File: src/rtl/ocd_pkg.sv
package ocd_pkg;

  ////////////////////////////////////////////////////////////////////////////
  // Widths.
  localparam int unsigned DIV_W = 10;
  localparam int unsigned PH_W = 6;
  localparam int unsigned IDX_W = 12;

  ////////////////////////////////////////////////////////////////////////////
  // Register indices; the byte address is four times the index.
  localparam logic [11:0] IDX_SYNC_CTRL = 12'h500;
  localparam logic [11:0] IDX_DRV_CFG = 12'h501;
  localparam logic [11:0] IDX_DIV_LO = 12'h502;
  localparam logic [11:0] IDX_DIV_HI = 12'h503;
  localparam logic [11:0] IDX_PHASE = 12'h504;
  localparam logic [11:0] IDX_SYNC_CMD = 12'h50e;
  localparam logic [11:0] IDX_STATUS = 12'h50f;

  ////////////////////////////////////////////////////////////////////////////
  // Field positions.
  localparam int unsigned DRV_CMOS33_BIT = 7;
  localparam int unsigned DRV_FMT_LSB = 4;
  localparam int unsigned DRV_POL_LSB = 2;
  localparam int unsigned DRV_STR_BIT = 1;
  localparam int unsigned DRV_EN_BIT = 0;
  localparam int unsigned HI_PD_BIT = 3;
  localparam int unsigned HI_PSEL_BIT = 2;
  localparam int unsigned SYNC_MASK_BIT = 4;
  localparam int unsigned SYNC_AUTO_LSB = 0;
  localparam int unsigned CMD_SYNC_BIT = 0;

  ////////////////////////////////////////////////////////////////////////////
  // Reset values.
  localparam logic [7:0] RST_SYNC_CTRL = 8'h02;
  localparam logic [7:0] RST_DRV_CFG = 8'h10;
  localparam logic [7:0] RST_DIV_LO = 8'h00;
  localparam logic [7:0] RST_DIV_HI = 8'h00;
  localparam logic [7:0] RST_PHASE = 8'h00;

  ////////////////////////////////////////////////////////////////////////////
  // Encodings.
  typedef enum logic [2:0] {
    FMT_PD = 3'h0,
    FMT_HSTL = 3'h1,
    FMT_LVDS = 3'h2,
    FMT_RSV3 = 3'h3,
    FMT_CMOS_BOTH = 3'h4,
    FMT_CMOS_P = 3'h5,
    FMT_CMOS_N = 3'h6,
    FMT_RSV7 = 3'h7
  } ocd_fmt_t;

  typedef enum logic [1:0] {
    AUTO_OFF = 2'h0,
    AUTO_FREQ = 2'h1,
    AUTO_PHASE = 2'h2,
    AUTO_RSV = 2'h3
  } ocd_auto_t;

  typedef enum {
    ST_IDLE,
    ST_RD_FETCH
  } ocd_bus_t;

endpackage

File: src/rtl/ocd_chan_div.sv
`timescale 1ns/1ps
module ocd_chan_div
  import ocd_pkg::*;
(
  input wire logic clk_sys_in, // System clock.
  input wire logic srst_in, // Synchronous reset, active high.
  input wire logic ce_in, // Clock enable.
  input wire logic load_in, // Restart with new ratio and phase.
  input wire logic run_in, // Divider may toggle.
  input wire logic tick_in, // One half period of the input clock.
  input wire logic [ocd_pkg::DIV_W-1:0] ratio_in, // Ratio minus one.
  input wire logic [ocd_pkg::PH_W-1:0] phase_in, // Phase in half periods.
  output logic clk_out // Divided clock.
);

  logic [11:0] period;
  logic [11:0] high_len;
  logic [11:0] start;
  logic [11:0] cnt_inc;
  logic [10:0] half_cnt_reg;

  // A full output period spans twice (ratio plus one) half ticks.
  assign high_len = 12'({2'h0, ratio_in} + 12'h001);
  assign period = 12'({high_len[10:0], 1'b0});
  assign start = 12'({6'h00, phase_in} % period);
  assign cnt_inc = 12'({1'b0, half_cnt_reg} + 12'h001);

  always_ff @(posedge clk_sys_in) begin
    if (srst_in) begin
      half_cnt_reg <= 11'h000;
      clk_out <= 1'b0;
    end else if (ce_in) begin
      if (load_in) begin
        half_cnt_reg <= start[10:0];
        clk_out <= start < high_len;
      end else if (!run_in) begin
        half_cnt_reg <= 11'h000;
        clk_out <= 1'b0;
      end else if (tick_in) begin
        if (cnt_inc == period) begin
          half_cnt_reg <= 11'h000;
          clk_out <= 1'b1;
        end else begin
          half_cnt_reg <= cnt_inc[10:0];
          clk_out <= cnt_inc < high_len;
        end
      end
    end
  end

endmodule

File: src/rtl/ocd_out_chan.sv
`timescale 1ns/1ps
module ocd_out_chan
  import ocd_pkg::*;
(
  input wire logic clk_sys_in, // System clock, 20 MHz.
  input wire logic srst_in, // Synchronous reset, active high.
  input wire logic ce_in, // Clock enable; low freezes all state.
  input wire logic hsel_in, // AHB slave select.
  input wire logic [31:0] haddr_in, // AHB address.
  input wire logic [1:0] htrans_in, // AHB transfer type.
  input wire logic hwrite_in, // AHB write.
  input wire logic [2:0] hsize_in, // AHB size.
  input wire logic [31:0] hwdata_in, // AHB write data.
  input wire logic hready_in, // AHB bus ready.
  output logic hreadyout_out, // AHB slave ready.
  output logic hresp_out, // AHB response, always OKAY.
  output logic [31:0] hrdata_out, // AHB read data.
  input wire logic prescaler_a_in, // First RF prescaler output.
  input wire logic prescaler_b_in, // Second RF prescaler output.
  input wire logic freq_lock_in, // Loop frequency lock.
  input wire logic phase_lock_in, // Loop phase lock.
  output logic out_p_out, // Positive leg level.
  output logic out_n_out, // Negative leg level.
  output logic out_p_oe_out, // Positive leg driven.
  output logic out_n_oe_out, // Negative leg driven.
  output logic hstl_mode_out, // Pair runs as HSTL.
  output logic lvds_mode_out, // Pair runs as LVDS.
  output logic cmos18_mode_out, // Pair runs on the 1.8 V CMOS driver.
  output logic cmos33_mode_out, // Pair runs on the 3.3 V CMOS driver.
  output logic drive_normal_out, // Normal CMOS drive strength.
  output logic lvds_boost_out, // LVDS 4.5 mA boost.
  output logic channel_a_powerdown_out // Channel powered down.
);

  ////////////////////////////////////////////////////////////////////////////
  // Decoding helpers.

  function automatic logic is_cmos(input logic [2:0] fmt);
    is_cmos = (fmt == FMT_CMOS_BOTH) || (fmt == FMT_CMOS_P) ||
              (fmt == FMT_CMOS_N);
  endfunction

  function automatic logic addr_hit(input logic [31:0] addr);
    addr_hit = (addr[31:14] == 18'h00000) && (addr[1:0] == 2'h0);
  endfunction

  ////////////////////////////////////////////////////////////////////////////
  // Registers and bus state.

  logic [7:0] sync_ctrl_reg;
  logic [7:0] drv_cfg_reg;
  logic [7:0] div_lo_reg;
  logic [7:0] div_hi_reg;
  logic [7:0] phase_reg;
  logic sync_cmd_reg;
  ocd_bus_t bus_state_reg;
  logic wr_pend_reg;
  logic [IDX_W-1:0] wr_idx_reg;
  logic wr_ok_reg;
  logic [IDX_W-1:0] rd_idx_reg;
  logic rd_ok_reg;
  logic [7:0] rd_byte;
  logic access;

  ////////////////////////////////////////////////////////////////////////////
  // Channel state.

  logic [1:0] presc_edge;
  logic tick;
  logic freq_lock_d_reg;
  logic phase_lock_d_reg;
  logic mask_d_reg;
  logic running_reg;
  logic [DIV_W-1:0] ratio_act_reg;
  logic [PH_W-1:0] phase_act_reg;
  logic auto_evt;
  logic sync_evt;
  logic load;
  logic div_clk;
  logic mask;
  logic pd;
  logic cmos33;
  logic [2:0] fmt;
  logic [1:0] pol;
  logic drv_en;
  logic p_on;
  logic n_on;
  logic ck;

  assign mask = sync_ctrl_reg[SYNC_MASK_BIT];
  assign pd = div_hi_reg[HI_PD_BIT];
  assign cmos33 = drv_cfg_reg[DRV_CMOS33_BIT];
  assign fmt = drv_cfg_reg[DRV_FMT_LSB +: 3];
  assign pol = drv_cfg_reg[DRV_POL_LSB +: 2];

  ////////////////////////////////////////////////////////////////////////////
  // AHB-Lite slave: writes complete with no wait, reads take one wait.

  assign access = hsel_in && hready_in && htrans_in[1];

  always_ff @(posedge clk_sys_in) begin
    if (srst_in) begin
      wr_pend_reg <= 1'b0;
      wr_idx_reg <= '0;
      wr_ok_reg <= 1'b0;
    end else if (ce_in) begin
      wr_pend_reg <= access && hwrite_in;
      wr_idx_reg <= haddr_in[IDX_W+1:2];
      wr_ok_reg <= addr_hit(haddr_in);
    end
  end

  always_ff @(posedge clk_sys_in) begin
    if (srst_in) begin
      bus_state_reg <= ST_IDLE;
      hreadyout_out <= 1'b1;
      hrdata_out <= 32'h00000000;
      rd_idx_reg <= '0;
      rd_ok_reg <= 1'b0;
    end else if (ce_in) begin
      case (bus_state_reg)
        ST_IDLE: begin
          if (access && !hwrite_in) begin
            bus_state_reg <= ST_RD_FETCH;
            hreadyout_out <= 1'b0;
            rd_idx_reg <= haddr_in[IDX_W+1:2];
            rd_ok_reg <= addr_hit(haddr_in);
          end
        end
        ST_RD_FETCH: begin
          bus_state_reg <= ST_IDLE;
          hreadyout_out <= 1'b1;
          hrdata_out <= rd_ok_reg ? {24'h000000, rd_byte} : 32'h00000000;
        end
        default: begin
          bus_state_reg <= ST_IDLE;
          hreadyout_out <= 1'b1;
        end
      endcase
    end
  end

  always_ff @(posedge clk_sys_in) begin
    if (srst_in) begin
      hresp_out <= 1'b0;
    end else if (ce_in) begin
      hresp_out <= 1'b0;
    end
  end

  // Read mux; reserved bits and unmapped words read as zero.
  always_comb begin
    rd_byte = 8'h00;
    case (rd_idx_reg)
      IDX_SYNC_CTRL: rd_byte = sync_ctrl_reg & 8'h37;
      IDX_DRV_CFG: rd_byte = drv_cfg_reg;
      IDX_DIV_LO: rd_byte = div_lo_reg;
      IDX_DIV_HI: rd_byte = div_hi_reg & 8'h0f;
      IDX_PHASE: rd_byte = phase_reg & 8'h3f;
      IDX_STATUS: rd_byte = {4'h0, drv_en, cmos33, div_clk, running_reg};
      default: rd_byte = 8'h00;
    endcase
  end

  ////////////////////////////////////////////////////////////////////////////
  // Register file.

  always_ff @(posedge clk_sys_in) begin
    if (srst_in) begin
      sync_ctrl_reg <= RST_SYNC_CTRL;
      drv_cfg_reg <= RST_DRV_CFG;
      div_lo_reg <= RST_DIV_LO;
      div_hi_reg <= RST_DIV_HI;
      phase_reg <= RST_PHASE;
    end else if (ce_in && wr_pend_reg && wr_ok_reg) begin
      case (wr_idx_reg)
        IDX_SYNC_CTRL: sync_ctrl_reg <= hwdata_in[7:0] & 8'h37;
        IDX_DRV_CFG: drv_cfg_reg <= hwdata_in[7:0];
        IDX_DIV_LO: div_lo_reg <= hwdata_in[7:0];
        IDX_DIV_HI: div_hi_reg <= hwdata_in[7:0] & 8'h0f;
        IDX_PHASE: phase_reg <= hwdata_in[7:0] & 8'h3f;
        default: begin
        end
      endcase
    end
  end

  // Writing a one to the command bit raises a single sync pulse.
  always_ff @(posedge clk_sys_in) begin
    if (srst_in) begin
      sync_cmd_reg <= 1'b0;
    end else if (ce_in) begin
      sync_cmd_reg <= wr_pend_reg && wr_ok_reg &&
                      (wr_idx_reg == IDX_SYNC_CMD) &&
                      hwdata_in[CMD_SYNC_BIT];
    end
  end

  ////////////////////////////////////////////////////////////////////////////
  // Prescaler inputs come from another clock; each edge is half a period.

  for (genvar i = 0; i < 2; i++) begin : g_presc_sync
    logic s1_reg;
    logic s2_reg;
    logic s3_reg;
    always_ff @(posedge clk_sys_in) begin
      if (srst_in) begin
        s1_reg <= 1'b0;
        s2_reg <= 1'b0;
        s3_reg <= 1'b0;
      end else if (ce_in) begin
        s1_reg <= (i == 0) ? prescaler_a_in : prescaler_b_in;
        s2_reg <= s1_reg;
        s3_reg <= s2_reg;
      end
    end
    assign presc_edge[i] = s2_reg ^ s3_reg;
  end

  assign tick = div_hi_reg[HI_PSEL_BIT] ? presc_edge[1] : presc_edge[0];

  ////////////////////////////////////////////////////////////////////////////
  // Sync sourcing and divider release.

  always_comb begin
    case (ocd_auto_t'(sync_ctrl_reg[SYNC_AUTO_LSB +: 2]))
      AUTO_FREQ: auto_evt = freq_lock_in && !freq_lock_d_reg;
      AUTO_PHASE: auto_evt = phase_lock_in && !phase_lock_d_reg;
      default: auto_evt = 1'b0;
    endcase
  end

  assign sync_evt = sync_cmd_reg || auto_evt;
  // A set mask ignores sync; raising the mask releases the divider.
  assign load = (sync_evt && !mask) || (mask && !mask_d_reg);

  always_ff @(posedge clk_sys_in) begin
    if (srst_in) begin
      freq_lock_d_reg <= 1'b0;
      phase_lock_d_reg <= 1'b0;
      mask_d_reg <= 1'b0;
    end else if (ce_in) begin
      freq_lock_d_reg <= freq_lock_in;
      phase_lock_d_reg <= phase_lock_in;
      mask_d_reg <= mask;
    end
  end

  // Ratio and phase are shadowed and latched on a load, which restarts the divider at the phase latched by the previous load.
  always_ff @(posedge clk_sys_in) begin
    if (srst_in) begin
      running_reg <= 1'b0;
      ratio_act_reg <= '0;
      phase_act_reg <= '0;
    end else if (ce_in && load) begin
      running_reg <= 1'b1;
      ratio_act_reg <= {div_hi_reg[1:0], div_lo_reg};
      phase_act_reg <= phase_reg[PH_W-1:0];
    end
  end

  ocd_chan_div u_div (
    .clk_sys_in(clk_sys_in),
    .srst_in(srst_in),
    .ce_in(ce_in),
    .load_in(load),
    .run_in(running_reg && !pd),
    .tick_in(tick),
    .ratio_in(ratio_act_reg),
    .phase_in(phase_act_reg),
    .clk_out(div_clk)
  );

  ////////////////////////////////////////////////////////////////////////////
  // Output driver pair.

  assign drv_en = cmos33 || drv_cfg_reg[DRV_EN_BIT];
  assign ck = div_clk && running_reg && !pd;

  always_comb begin
    if (cmos33) begin
      // A non-CMOS format under the 3.3 V driver runs both legs.
      p_on = drv_en && (fmt != FMT_CMOS_N);
      n_on = drv_en && (fmt != FMT_CMOS_P);
    end else begin
      p_on = drv_en && ((fmt == FMT_HSTL) || (fmt == FMT_LVDS) ||
                        (fmt == FMT_CMOS_BOTH) || (fmt == FMT_CMOS_P));
      n_on = drv_en && ((fmt == FMT_HSTL) || (fmt == FMT_LVDS) ||
                        (fmt == FMT_CMOS_BOTH) || (fmt == FMT_CMOS_N));
    end
  end

  always_ff @(posedge clk_sys_in) begin
    if (srst_in) begin
      out_p_out <= 1'b0;
      out_n_out <= 1'b0;
      out_p_oe_out <= 1'b0;
      out_n_oe_out <= 1'b0;
    end else if (ce_in) begin
      out_p_out <= p_on && (ck ^ pol[1]);
      out_n_out <= n_on && (!ck ^ pol[1] ^ pol[0]);
      out_p_oe_out <= p_on;
      out_n_oe_out <= n_on;
    end
  end

  always_ff @(posedge clk_sys_in) begin
    if (srst_in) begin
      hstl_mode_out <= 1'b0;
      lvds_mode_out <= 1'b0;
      cmos18_mode_out <= 1'b0;
      cmos33_mode_out <= 1'b0;
      drive_normal_out <= 1'b0;
      lvds_boost_out <= 1'b0;
      channel_a_powerdown_out <= 1'b0;
    end else if (ce_in) begin
      hstl_mode_out <= drv_en && !cmos33 && (fmt == FMT_HSTL);
      lvds_mode_out <= drv_en && !cmos33 && (fmt == FMT_LVDS);
      cmos18_mode_out <= drv_en && !cmos33 && is_cmos(fmt);
      cmos33_mode_out <= cmos33;
      // The 1.8 V driver always runs at low strength.
      drive_normal_out <= cmos33 && drv_cfg_reg[DRV_STR_BIT];
      lvds_boost_out <= drv_en && !cmos33 && (fmt == FMT_LVDS) &&
                        drv_cfg_reg[DRV_STR_BIT];
      channel_a_powerdown_out <= pd;
    end
  end

endmodule

File: config.mk
export PLATFORM = sky130hd
export DESIGN_NAME = ocd_out_chan
export DESIGN_NICKNAME = d
export VERILOG_FILES = /design/src/rtl/ocd_pkg.sv /design/src/rtl/ocd_chan_div.sv /design/src/rtl/ocd_out_chan.sv
export SDC_FILE = /design/constraint.sdc
export NUM_CORES = 1
export LEC_CHECK = 0
export BUFFER_PORTS_ARGS = -buffer_cell sky130_fd_sc_hd__clkbuf_2
export CORE_MARGIN = 2
export CORE_UTILIZATION = 45
export CTS_CLUSTER_SIZE = 8
export DETAILED_ROUTE_END_ITERATION = 16
export SETUP_SLACK_MARGIN = 0.2
export SYNTH_ARGS = -nofsm -noshare
export SYNTH_HDL_FRONTEND = slang
export SYNTH_SLANG_ARGS = --single-unit
File: constraint.sdc
create_clock -name clk_sys_in -period 25.4 [get_ports clk_sys_in]
set_input_delay 6.35 -clock clk_sys_in [delete_from_list [all_inputs] [get_ports clk_sys_in]]
set_output_delay 6.35 -clock clk_sys_in [all_outputs]
set_load 0.02 [all_outputs]
==> impl_metrics.tcl <==
set metrics [dict create \
    route.vias.total 8188 \
    place_hpwl_um 18010 \
    die_height_um 149.9 \
    synth_top_area_share_pct 24.66 \
    ant_nets 0 \
    cts_num_sinks 118 \
    nFillCells 2109 \
    status "complete, no violations" \
    synth.area.top_cells "dfxtp_1 25%, ha_1 12%, mux2i_1 7.4%" \
    drv_cap 0 \
    layout_commonest_cell "nor2_1" \
    hold_path.class "register to register" \
    layout_common_cells "158 x nor2_1, 118 x dfxtp_1, 89 x ha_1, 84 x nand2_1, 74 x a21oi_1" \
    port-buffer-count 70 \
    core_area_um2 20960 \
    route.layer.met1.wl_um 11550 \
    drt-pass1-iter-count 5 \
    vias_per_cell 5.441 \
    yosysWarnings 0 \
    crit_fanout 15 \
    cts_root_buf "clkbuf_16" \
    synth_area_leader_cell "dfxtp_1" \
    grt.total_usage_pct 21.57 \
    seq_area_um2 2362 \
    synth_cell_types 91 \
    dieWidth_um 149.9 \
    placementRows 53 \
    syn_inst 1161 \
    syn2layout_area_growth_pct 10.96 \
    drtIter0Drc 304 \
    post_cts_buffers 0 \
    avgSynthCellArea_um2 8.250 \
    tns_ns 0 \
    worst_slew_pin_slew_ns 1.129 \
    multi_input_area_um2 6768 \
    fmax_mhz 53.60 \
    antenna_found_initial 0 \
    clk_latency_ns 0.42 \
    overflow 0 \
    pin_count 124 \
    clk_transition_reported_paths_ns 0.06 \
    seq_area_frac_synth_pct 24.66 \
    cts_tree "done" \
    dr_wl_met3_um 755 \
    async_flop_share_pct 0 \
    antenna_cells 0 \
    top_layer "met4" \
    post_drt_wl_per_cell_um 15.73 \
    ys.flop_type "dfxtp_1" \
    cts-htree-levels 4 \
    slew_violations 0 \
    fin_worst_skew_ns 0.009714 \
    critical-path-top-delay-family "compound AO/OA/AOI/OAI gates" \
    slowest_delay_ns 0.81 \
    slowest_stage "a211oi_2" \
    wl_met2_um 11170 \
    path_class "register to register" \
    ys_seq_elements 118 \
    clockBufferDepth 2 \
    ctsHoldBuffers 0 \
    drive_above_1_share_pct 14.55 \
    drc 0 \
    die-area_um2 22470 \
    setup_viol 0 \
    synth-edff-count 0 \
    cts_buffers 17 \
    wirelength_um 23670 \
    cp-end-kind "register" \
    cpMostUsedCell "ha_1" \
    post-route-min-period_ns 18.66 \
    critPathLaunchType "register" \
    timing.final.crit_share_pct 73.45 \
    hold_viol_final 0 \
    worst_ep_arrival_time_ns 18.99 \
    grt_pass1_vias 7721 \
    gp_congestion 0.8284 \
    grt_pass1_wl_um 39190 \
    grt_setup_unrepaired "no" \
    cp_num_buf_inv 4 \
    cp_data_required_time_ns 25.74 \
    cts_resized 0 \
    slew_headroom_pct 24.17 \
    netlist_area_um2 9578 \
    grt_max_degree 90 \
    initial_core_util_pct 45.71 \
    layout.nets 1385 \
]
==> cell usage after synthesis (10+ instances only) <==
cell and number:
a21o_1 14, buf_4 26, a31oi_1 11, mux2_2 27, nor4_1 13, ha_1 89
or3_1 12, o21a_1 20, xor2_1 28, o211ai_1 10, xnor2_1 34, nor2_1 158
inv_1 37, o21ai_0 40, a22oi_1 10, nor3_1 28, a21oi_1 74, and3_1 11
mux2i_1 71, dfxtp_1 118, a211oi_1 10, nand4_1 16, and2_1 10, nand2b_1 12
clkbuf_1 36, nand3_1 20, nor2b_1 16, nand2_1 84
==> metrics by stage <==
step	cell area [um^2]	hold slack [ns]	cells	utilization [%]	setup WS [ns]
final	10630	0.4457	1505	50.72	6.743
after global routing	10630	0.4760	1505	50.72	5.183
after CTS	10630	0.4521	1505	50.72	6.736
after detailed placement	10060	0.4394	1473	47.99	6.847
after global placement	10060	0.4365	1473	47.99	6.783
after floorplan	9691	0.4369	1191	-	9.195
==> area by class of cell <==
type / count / area share, %
clock buffers: 18 / 4.038
clock inverters: 14 / 1.342
inverters: 37 / 1.307
well taps: 275 / 3.238
flip-flops and latches: 118 / 22.23
repair buffers: 82 / 4.168
multi-input cells: 961 / 63.68
==> worst register-to-register path: cells and delay by family (launching register included) <==
family | cells | cell delay, ns
AO/OA/AOI/OAI | 42 | 8.61
adder cells (fa/ha/maj) | 9 | 2.99
AND/OR/NAND/NOR | 15 | 2.80
multiplexers | 6 | 2.26
buffers and inverters | 4 | 0.79
XOR/XNOR | 1 | 0.59
flip-flops | 1 | 0.56
==> path summary, 6_finish.rpt <==
path | endpoint | slack [ns] | cells after the start | from
worst max-delay path | u_div.clk_out$_SDFFE_PP0P_ | 6.74 | 77 | ratio_act_reg[2]$_SDFFE_PP0P_
worst max register to register | u_div.clk_out$_SDFFE_PP0P_ | 6.74 | 77 | ratio_act_reg[2]$_SDFFE_PP0P_
worst min-delay path | hreadyout_out$_SDFFE_PP1P_ | 0.45 | 2 | hreadyout_out$_SDFFE_PP1P_
worst min register to register | hreadyout_out$_SDFFE_PP1P_ | 0.45 | 2 | hreadyout_out$_SDFFE_PP1P_
==> per-layer routing <==
layer  vias up  track usage, %
met2       126           36.83
met3        16           3.537
met5         -               0
li1       4267               -
met1      3779           28.81
met4         0           4.104
==> kinds of logic after synthesis <==
group	share of synthesized area (%)
other cells	0.03915
buf+inv	5.852
compound gates	19.31
xor+xnor	5.670
simple gates	20.80
fa+ha+maj	11.63
mux	12.04
flops	24.66
Power is left out: the tool's default activity adds up to more than one toggle a clock period on the data nets, which glitch-free logic cannot reach.
